[src/verilog/wdtc_pkg.sv]
// Package of constants and types for the watchdog timer control block
package wdtc_pkg;

    // ************************************************************
    // Register byte addresses on the APB
    // ************************************************************
    localparam logic [7:0] ADDR_WATCHDOG_CONTROL = 8'h00;
    localparam logic [7:0] ADDR_IRQ_STATUS       = 8'h04;
    localparam logic [7:0] ADDR_IRQ_MASK         = 8'h08;
    localparam logic [7:0] ADDR_COUNT            = 8'h0C;

    // ************************************************************
    // Field positions of watchdog_control
    // ************************************************************
    localparam int BIT_RESTART_COUNT      = 0;
    localparam int BIT_EXPIRY_RESET_EN    = 1;
    localparam int BIT_EXPIRY_RESET_FLAG  = 2;
    localparam int BIT_EXPIRY_IRQ_FLAG    = 3;
    localparam int BIT_PERIOD_SELECT_LOW  = 4;
    localparam int BIT_PERIOD_SELECT_HIGH = 5;
    localparam int BIT_EXPIRY_IRQ_EN      = 6;

    // ************************************************************
    // Field positions of the event status and mask registers
    // ************************************************************
    localparam int EVT_TIMEOUT     = 0;
    localparam int EVT_DELAY_START = 1;
    localparam int EVT_WDT_RESET   = 2;
    localparam int EVT_W           = 3;

    // ************************************************************
    // Widths, reset values and counts
    // ************************************************************
    localparam int          COUNT_W            = 27;
    localparam int          DELAY_W            = 10;
    localparam logic [9:0]  RESET_DELAY_CYCLES = 10'h200;
    localparam logic [1:0]  PERIOD_SEL_RESET   = 2'h0;
    localparam logic [2:0]  EVT_RESET          = 3'h0;

    // ************************************************************
    // Reset-delay sequencer states, one-hot
    // ************************************************************
    typedef enum logic [2:0] {
        WDTC_IDLE  = 3'b001,
        WDTC_DELAY = 3'b010,
        WDTC_FIRE  = 3'b100
    } wdtc_state_t;

endpackage : wdtc_pkg

[src/verilog/wdtc_counter.sv]
// Free-running watchdog timeout counter with programmable limit
`timescale 1ns/1ps
module wdtc_counter (
    // Clock and reset
    input  wire logic                          clk,
    input  wire logic                          srst,
    // Control
    input  wire logic                          clear,
    input  wire logic                          enable,
    input  wire logic [wdtc_pkg::COUNT_W-1:0]  limit,
    // Result
    output logic                               expire,
    output logic      [wdtc_pkg::COUNT_W-1:0]  count
);

    logic [wdtc_pkg::COUNT_W-1:0] count_reg;
    logic [wdtc_pkg::COUNT_W-1:0] count_next;
    logic                         expire_reg;
    logic                         expire_next;
    wire  logic                   at_limit;

    // Terminal count; wraps so that each period gives one expiry
    assign at_limit    = (count_reg >= limit);
    assign expire_next = enable && !clear && at_limit;
    assign count_next  = (clear || at_limit) ? '0
                       : enable ? count_reg + 1'b1 : count_reg;

    // Count storage; holds still while the clock is gated off
    always_ff @(posedge clk) begin
        if (srst) begin
            count_reg  <= '0;
            expire_reg <= 1'b0;
        end else begin
            count_reg  <= count_next;
            expire_reg <= expire_next;
        end
    end

    assign expire = expire_reg;
    assign count  = count_reg;

endmodule : wdtc_counter

[src/verilog/wdtc_top.sv]
// Watchdog timer control: APB register file, timeout, reset delay and flags
`timescale 1ns/1ps
module wdtc_top #(
    parameter logic [26:0] PERIOD_SEL0 = 27'h002_0000,
    parameter logic [26:0] PERIOD_SEL1 = 27'h010_0000,
    parameter logic [26:0] PERIOD_SEL2 = 27'h080_0000,
    parameter logic [26:0] PERIOD_SEL3 = 27'h400_0000
) (
    // Clock and power-on reset
    input  wire logic        clk,
    input  wire logic        srst,
    // Other system resets (not power-on, not watchdog)
    input  wire logic        sys_reset,
    // APB slave
    input  wire logic        psel,
    input  wire logic        penable,
    input  wire logic        pwrite,
    input  wire logic [7:0]  paddr,
    input  wire logic [31:0] pwdata,
    output logic      [31:0] prdata,
    output logic             pready,
    output logic             pslverr,
    // Watchdog outputs
    output logic             expiry_irq,
    output logic             device_reset_req,
    // Event interrupt
    output logic             irq
);

    // ************************************************************
    // Declarations
    // ************************************************************
    // Control fields, next values and sequencer state
    logic                          restart_pulse_reg;
    logic                          restart_pulse_next;
    logic                          reset_en_reg;
    logic                          reset_en_next;
    logic                          reset_flag_reg;
    logic                          reset_flag_next;
    logic                          irq_flag_reg;
    logic                          irq_flag_next;
    logic                          irq_flag_d_reg;
    logic [1:0]                    period_sel_reg;
    logic [1:0]                    period_sel_next;
    logic                          irq_en_reg;
    logic                          irq_en_next;
    logic [wdtc_pkg::EVT_W-1:0]    evt_status_reg;
    logic [wdtc_pkg::EVT_W-1:0]    evt_status_next;
    logic [wdtc_pkg::EVT_W-1:0]    evt_mask_reg;
    logic [wdtc_pkg::EVT_W-1:0]    evt_mask_next;
    logic [wdtc_pkg::DELAY_W-1:0]  delay_cnt_reg;
    logic [wdtc_pkg::DELAY_W-1:0]  delay_cnt_next;
    wdtc_pkg::wdtc_state_t         state_reg;
    wdtc_pkg::wdtc_state_t         state_next;
    // Registered port drivers
    logic [31:0]                   prdata_reg;
    logic                          pready_reg;
    logic                          pslverr_reg;
    logic                          irq_reg;
    logic                          expiry_irq_reg;
    logic                          device_reset_reg;

    // Bus decode
    wire  logic                    setup_phase;
    wire  logic                    wr_en;
    wire  logic                    hit_ctrl;
    wire  logic                    hit_status;
    wire  logic                    hit_mask;
    wire  logic                    hit_count;
    wire  logic                    addr_ok;
    wire  logic                    wr_ctrl;
    wire  logic                    wr_status;
    wire  logic                    wr_mask;
    // Watchdog datapath
    wire  logic                    wdt_reset;
    wire  logic                    soft_reset;
    wire  logic                    wdt_enable;
    wire  logic                    timer_clear;
    wire  logic                    timeout;
    wire  logic                    irq_flag_rise;
    wire  logic                    delay_start;
    wire  logic                    delay_abort;
    wire  logic                    delay_done;
    wire  logic [26:0]             period_limit;
    wire  logic [wdtc_pkg::COUNT_W-1:0] timer_count;
    wire  logic [7:0]              ctrl_rd;
    wire  logic [31:0]             rd_mux;
    wire  logic [wdtc_pkg::EVT_W-1:0] evt_set;

    // ************************************************************
    // APB decode
    // ************************************************************
    // Zero-wait slave: ready is raised during the access phase from the setup phase
    // A write lands only at the access edge with ready high
    // Misaligned or unknown addresses are refused with an error
    assign setup_phase = psel && !penable;
    assign wr_en       = psel && penable && pwrite && pready_reg;
    assign hit_ctrl    = (paddr == wdtc_pkg::ADDR_WATCHDOG_CONTROL);
    assign hit_status  = (paddr == wdtc_pkg::ADDR_IRQ_STATUS);
    assign hit_mask    = (paddr == wdtc_pkg::ADDR_IRQ_MASK);
    assign hit_count   = (paddr == wdtc_pkg::ADDR_COUNT);
    assign addr_ok     = hit_ctrl || hit_status || hit_mask || hit_count;
    assign wr_ctrl     = wr_en && hit_ctrl;
    assign wr_status   = wr_en && hit_status;
    assign wr_mask     = wr_en && hit_mask;

    // ************************************************************
    // Reset sources
    // ************************************************************
    // A watchdog reset acts in the cycle the sequencer sits in its fire state
    // Other resets share this path; power-on reset stays separate
    // Keeping reset enable through it lets the watchdog fire again
    assign wdt_reset  = (state_reg == wdtc_pkg::WDTC_FIRE);
    assign soft_reset = sys_reset || wdt_reset;

    // ************************************************************
    // Timeout counter
    // ************************************************************
    // Both enables clear: counter frozen, acts as a gated clock
    // Restart acts one edge after the write, so counting starts from zero
    assign wdt_enable  = reset_en_reg || irq_en_reg;
    assign timer_clear = restart_pulse_reg || soft_reset;
    // Period chosen by the two-bit select field
    // The limit is one below the period because the count starts at zero
    assign period_limit = (period_sel_reg == 2'h0) ? PERIOD_SEL0 - 27'h1
                        : (period_sel_reg == 2'h1) ? PERIOD_SEL1 - 27'h1
                        : (period_sel_reg == 2'h2) ? PERIOD_SEL2 - 27'h1
                        : PERIOD_SEL3 - 27'h1;

    // A restart in the cycle of an expiry suppresses that expiry
    wdtc_counter u_counter (
        .clk    (clk),
        .srst   (srst),
        .clear  (timer_clear),
        .enable (wdt_enable),
        .limit  (period_limit),
        .expire (timeout),
        .count  (timer_count)
    );

    // ************************************************************
    // watchdog_control next values
    // ************************************************************
    // Restart is a one-cycle pulse, never stored for read-back
    assign restart_pulse_next = wr_ctrl && pwdata[wdtc_pkg::BIT_RESTART_COUNT] && !soft_reset;

    // Reset enable survives every reset except power-on
    assign reset_en_next = wr_ctrl ? pwdata[wdtc_pkg::BIT_EXPIRY_RESET_EN] : reset_en_reg;

    // Watchdog reset sets the flag; hardware set wins over a software clear
    assign reset_flag_next = wdt_reset ? 1'b1
                           : wr_ctrl ? pwdata[wdtc_pkg::BIT_EXPIRY_RESET_FLAG]
                           : reset_flag_reg;

    // Timeout sets the interrupt flag; software may set or clear it, set wins
    // Limitation: a software set also arms the reset delay
    assign irq_flag_next = soft_reset ? 1'b0
                         : timeout ? 1'b1
                         : wr_ctrl ? pwdata[wdtc_pkg::BIT_EXPIRY_IRQ_FLAG]
                         : irq_flag_reg;

    // Period select clears on every reset
    assign period_sel_next = soft_reset ? wdtc_pkg::PERIOD_SEL_RESET
                           : wr_ctrl ? pwdata[wdtc_pkg::BIT_PERIOD_SELECT_HIGH:wdtc_pkg::BIT_PERIOD_SELECT_LOW]
                           : period_sel_reg;

    // Interrupt enable clears on every reset as well
    assign irq_en_next = soft_reset ? 1'b0
                       : wr_ctrl ? pwdata[wdtc_pkg::BIT_EXPIRY_IRQ_EN]
                       : irq_en_reg;

    // Control register storage; power-on reset clears everything
    always_ff @(posedge clk) begin
        if (srst) begin
            restart_pulse_reg <= 1'b0;
            reset_en_reg      <= 1'b0;
            reset_flag_reg    <= 1'b0;
            irq_flag_reg      <= 1'b0;
            irq_flag_d_reg    <= 1'b0;
            period_sel_reg    <= wdtc_pkg::PERIOD_SEL_RESET;
            irq_en_reg        <= 1'b0;
        end else begin
            restart_pulse_reg <= restart_pulse_next;
            reset_en_reg      <= reset_en_next;
            reset_flag_reg    <= reset_flag_next;
            irq_flag_reg      <= irq_flag_next;
            irq_flag_d_reg    <= irq_flag_reg;
            period_sel_reg    <= period_sel_next;
            irq_en_reg        <= irq_en_next;
        end
    end

    // ************************************************************
    // Reset-delay sequencer
    // ************************************************************
    // Only a rising flag starts the delay, so an abort by restart does not re-arm at once
    // Rest waits for a rising flag, delay counts 512 cycles, fire lasts one
    // Trade-off: an abort returns to rest rather than pausing the count
    assign irq_flag_rise = irq_flag_reg && !irq_flag_d_reg;
    assign delay_start   = irq_flag_rise && reset_en_reg;
    assign delay_abort   = restart_pulse_reg || !irq_flag_reg || soft_reset;
    assign delay_done    = (delay_cnt_reg == wdtc_pkg::RESET_DELAY_CYCLES - 10'h1);

    // Next state; dropping reset enable mid-delay also suppresses the reset
    always_comb begin
        state_next     = state_reg;
        delay_cnt_next = delay_cnt_reg;
        unique case (state_reg)
            wdtc_pkg::WDTC_IDLE: begin
                // Delay count stays at zero until a delay starts
                delay_cnt_next = '0;
                if (delay_start) begin
                    state_next = wdtc_pkg::WDTC_DELAY;
                end
            end
            wdtc_pkg::WDTC_DELAY: begin
                // An abort wins over completion in the same cycle
                if (delay_abort || !reset_en_reg) begin
                    state_next     = wdtc_pkg::WDTC_IDLE;
                    delay_cnt_next = '0;
                end else if (delay_done) begin
                    state_next = wdtc_pkg::WDTC_FIRE;
                end else begin
                    delay_cnt_next = delay_cnt_reg + 10'h1;
                end
            end
            wdtc_pkg::WDTC_FIRE: begin
                // One cycle of fire, then back to rest
                state_next     = wdtc_pkg::WDTC_IDLE;
                delay_cnt_next = '0;
            end
            default: begin
                // Illegal code: recover to rest
                state_next     = wdtc_pkg::WDTC_IDLE;
                delay_cnt_next = '0;
            end
        endcase
    end

    // Sequencer storage
    always_ff @(posedge clk) begin
        if (srst) begin
            state_reg     <= wdtc_pkg::WDTC_IDLE;
            delay_cnt_reg <= '0;
        end else begin
            state_reg     <= state_next;
            delay_cnt_reg <= delay_cnt_next;
        end
    end

    // ************************************************************
    // Event status and mask
    // ************************************************************
    // Event sources: reset issued, delay started, timeout
    // Reset issued mirrors the move into the fire state
    assign evt_set = {delay_done && (state_reg == wdtc_pkg::WDTC_DELAY)
                          && !delay_abort && reset_en_reg,
                      delay_start && (state_reg == wdtc_pkg::WDTC_IDLE),
                      timeout};

    // Sticky bits, write one to clear; a new event in the same cycle wins
    assign evt_status_next = (evt_status_reg & ~(wr_status ? pwdata[wdtc_pkg::EVT_W-1:0]
                                                           : wdtc_pkg::EVT_RESET)) | evt_set;
    assign evt_mask_next   = wr_mask ? pwdata[wdtc_pkg::EVT_W-1:0] : evt_mask_reg;

    // Status and mask keep their values through all but power-on reset
    always_ff @(posedge clk) begin
        if (srst) begin
            evt_status_reg <= wdtc_pkg::EVT_RESET;
            evt_mask_reg   <= wdtc_pkg::EVT_RESET;
        end else begin
            evt_status_reg <= evt_status_next;
            evt_mask_reg   <= evt_mask_next;
        end
    end

    // ************************************************************
    // Read mux
    // ************************************************************
    // Restart and the spare top bit always read as zero
    assign ctrl_rd = {1'b0,
                      irq_en_reg,
                      period_sel_reg,
                      irq_flag_reg,
                      reset_flag_reg,
                      reset_en_reg,
                      1'b0};

    // Unmapped addresses read zero; the error flag is raised separately
    // The count is captured at setup, so it reads one cycle old
    assign rd_mux = hit_ctrl   ? {24'h00_0000, ctrl_rd}
                  : hit_status ? {29'h0000_0000, evt_status_reg}
                  : hit_mask   ? {29'h0000_0000, evt_mask_reg}
                  : hit_count  ? {5'h00, timer_count}
                  : 32'h0000_0000;

    // ************************************************************
    // Registered outputs
    // ************************************************************
    // Read data is sampled in setup so it stands steady through the access phase
    // Interrupt and reset outputs use next values to line up with the flags
    // The reset request is one cycle long; system reset logic must stretch it
    always_ff @(posedge clk) begin
        if (srst) begin
            prdata_reg       <= 32'h0000_0000;
            pready_reg       <= 1'b0;
            pslverr_reg      <= 1'b0;
            irq_reg          <= 1'b0;
            expiry_irq_reg   <= 1'b0;
            device_reset_reg <= 1'b0;
        end else begin
            prdata_reg       <= (setup_phase && !pwrite) ? rd_mux : 32'h0000_0000;
            pready_reg       <= setup_phase;
            pslverr_reg      <= setup_phase && !addr_ok;
            irq_reg          <= |(evt_status_next & evt_mask_next);
            expiry_irq_reg   <= irq_flag_next && irq_en_next;
            device_reset_reg <= (state_next == wdtc_pkg::WDTC_FIRE);
        end
    end

    // Ports come straight from their flip-flops
    assign prdata           = prdata_reg;
    assign pready           = pready_reg;
    assign pslverr          = pslverr_reg;
    assign irq              = irq_reg;
    assign expiry_irq       = expiry_irq_reg;
    assign device_reset_req = device_reset_reg;

endmodule : wdtc_top

[config.mk]
export PLATFORM = sky130hd
export DESIGN_NAME = wdtc_top
export DESIGN_NICKNAME = d
export VERILOG_FILES = /design/src/verilog/wdtc_pkg.sv /design/src/verilog/wdtc_counter.sv /design/src/verilog/wdtc_top.sv
export SDC_FILE = /design/constraint.sdc
export NUM_CORES = 1
export LEC_CHECK = 0
export ABC_AREA = 1
export BUFFER_PORTS_ARGS = -buffer_cell sky130_fd_sc_hd__buf_2
export CAP_MARGIN = 30
export CORE_MARGIN = 1.5
export CORE_UTILIZATION = 40
export CTS_CLUSTER_SIZE = 25
export DETAILED_ROUTE_END_ITERATION = 8
export RECOVER_POWER = 25
export SETUP_SLACK_MARGIN = 0.02
export SKIP_LAST_GASP = 1
export SYNTH_ARGS = -nofsm -noshare
export SYNTH_HDL_FRONTEND = slang
export SYNTH_SLANG_ARGS = --single-unit
[constraint.sdc]
create_clock -name clk -period 2.4 [get_ports clk]
set_input_delay 0.36 -clock clk [delete_from_list [all_inputs] [get_ports clk]]
set_output_delay 0.36 -clock clk [all_outputs]
set_load 0.1 [all_outputs]
==> implementation parameters <==
Parameter                              Value

Yosys
  Fraction of post-synthesis cell area in the top cell type by area    40.5%
  Number of standard cells after synthesis    610
  Area leader, netlist    dfxtp_1
  Synthesized area per cell    7.06 sq um
  Cell area after synthesis    0.00430 sq mm
  Flip-flop and latch count after synthesis    87
  Leading post-synthesis cells by cell area    dfxtp_1, nand2_1, nor2_1
  Sequential area share after synthesis    40.5%
  Count of warnings emitted by yosys    0
  Post-synthesis cell type count    36

Worst setup path
  Critical path data required time    2.66 ns
  Crit path DAT    2.30 ns
  Critical-path maximum fanout    27
  Setup CP Type    register to register
  Worst Setup End Kind    register
  Startpoint types    register

Hold path
  Worst hold-check path type    input pin to register

Placed design
  Last weighted congestion value of the routability-driven placer    0.860
  Number of buffers added on ports    52
  Final HPWL from detailed placement    7190 um

Route
  Post-detailed-route wirelength per cell    11.8 um
  Final wirelength    9540 um
  Routed vias    3812
  Number of routed nets with antenna violations    0
  Number of DRC markers in iteration 0    136
  DRC violations left    0
  Via-to-Cell Ratio    4.72
  Router iterations before antenna repair    4

CTS
  H-tree level count    3
  CTS tree    built
  Later-pin clock latency in the skew report    0.39 ns
  Clock root buffer    clkbuf_8
  Clock slew at reported path FFs    0.09 ns
  # hold bufs at CTS    0
  CTS resizes    0
  Post-CTS Repair Setup Buffers    0
  Sinks on the clock net    87
  Number of buffers added by the clock tree synthesis step    9
  Max Buffers Root-to-Sink    2

STA
  Hold violation count in the final report    0
  Achievable clock frequency    488 MHz
  Final Hold Slack    0.245 ns
  Setup TNS after final layout    0 ns
  Unrepaired setup endpoints after global routing    no
  Worst Max-Slew Pin Slew    1.17 ns
  Fin Clk Skew    0.00769 ns
  Ratio of final minimum period to clock period    85.3%
  Max-slew violation count    0
  Final setup violation count    0
  Shortest period the worst path allows    2.05 ns
  Normalized max-slew margin    22.3%

Layout
  Footprint of the flip-flops and latches    0.00174 sq mm
  Multi-input gate area    0.00213 sq mm
  # diodes    0
  Fill cell count    1089
  Fraction of final layout cells with drive strength greater than 1    17.6%
  Post-synthesis to final-layout area growth    14.2%
  Post-layout net count    724

Floorplan
  I/O pin total    83
  Floorplan die area    0.0114 sq mm
  Cell row count    37
  Die Y-Extent    107 um
  Die Wd    107 um
  Area of the core region    0.0104 sq mm
  Initial Util    41.5%

Power and ir drop
  Peak supply drop    0.392 mV
  Static leakage power    1.98 nW
  PwrDens    597 mW/mm^2

Outcome
  Run status    complete, no violations

GRT
  Number of antenna violations at the first check in global routing    0
  Global router's overall resource usage    18.1%
  Final global-route overflow total    0
  Pin count of the biggest net entering global routing    28
  Via count of the first global-routing pass    3579
  Global-route wire length before repair    16200 um

Flow run
  Maximum Capacitance Violations    0
## kinds of logic (layout without fill, tap and decap cells)
kind of cell    count (synthesis)  after routing  share of synthesized area [%]
compound gates                 60             60                           8.08
flops                          87             87                           40.5
other cells                     1              5                         0.0871
buf+inv                       101            159                           10.1
fa+ha+maj                      11             11                           3.20
simple gates                  341            341                           36.3
xor+xnor                        9              9                           1.83
## routing by layer
metal / routed length, um / global-route usage [%]
met1: 4600 / 23.3
met5: 0 / 0
met4: 182 / 8.00
met3: 379 / 3.65
met2: 4380 / 29.3
## final timing paths
path                                   startpoint            endpoint  slack, ns  cells after the start
worst max-delay path            period_sel_reg[1]  u_counter.count[8]       0.35                     10
worst min-delay path                      penable              pready       0.25                      4
worst max register to register  period_sel_reg[1]  u_counter.count[8]       0.35                     10
worst min register to register   delay_cnt_reg[4]    delay_cnt_reg[4]       0.47                      2
## synth_stat cells (all sizes together)
| library cell | number |
|---|---|
| a211oi | 1 |
| a21oi | 33 |
| a31oi | 1 |
| buf | 11 |
| clkbuf | 1 |
| conb | 1 |
| dfxtp | 87 |
| ha | 11 |
| inv | 89 |
| nand2 | 159 |
| nand3 | 31 |
| nand3b | 1 |
| nand4 | 8 |
| nor2 | 126 |
| nor3 | 14 |
| nor4 | 2 |
| o21ai | 19 |
| o21bai | 1 |
| o22ai | 1 |
| o31ai | 1 |
| o32ai | 3 |
| xor2 | 9 |
## layout by cell type, fill, tap and decap left out, types with 6 or more instances in the layout
cell,count
nor2_4,7
a21oi_1,27
nand4_1,6
nor3_1,13
nand3_1,26
nand2_1,150
xor2_1,9
a21oi_2,6
clkbuf_1,10
nor2_1,95
dfxtp_1,87
clkbuf_8,10
nand2_2,9
buf_2,43
ha_1,11
nor2_2,24
inv_1,86
o21ai_0,17
## worst max-delay path: stages (launching register included)
cell	delay [ns]
dfxtp_1	0.36
inv_1	0.13
ha_1	0.34
nand2_1	0.08
nor2_1	0.15
nand2_1	0.11
nor2_4	0.09
nand2_2	0.07
nand4_4	0.09
buf_4	0.40
a21oi_1	0.08
## power by group
part           switching [mW]  leakage (nW)  total, mW  internal, mW
logic                  0.0872          1.15      0.109        0.0216
clock network           0.555         0.134       1.38         0.827
registers            0.000383         0.701       1.44          1.44
total                   0.643          1.98       2.94          2.29
## area by class of cell
cell class                 instances  area share [%]
multi-input combinational        426            43.4
sequential                        87            35.4
tap                              136            3.46
inverter                          89            6.80
timing repair buffer              54            5.37
clock buffer                      11            2.88
clock inverter                     5            2.62
## through the flow
stage / utilization [%] / power (mW) / setup slack (ns) / area, sq um / instances
after detailed placement: 45.0 / 1.59 / 0.263 / 4670 / 792
final: 47.4 / 2.94 / 0.352 / 4910 / 808
after global routing: 47.4 / 3.03 / 0.161 / 4910 / 808
after floorplan: - / 1.57 / 0.512 / 4320 / 614
after CTS: 47.6 / 2.96 / 0.317 / 4940 / 808
after global placement: 45.0 / 1.59 / 0.412 / 4670 / 792
No activity file was read; power rests on OpenSTA's default activity.
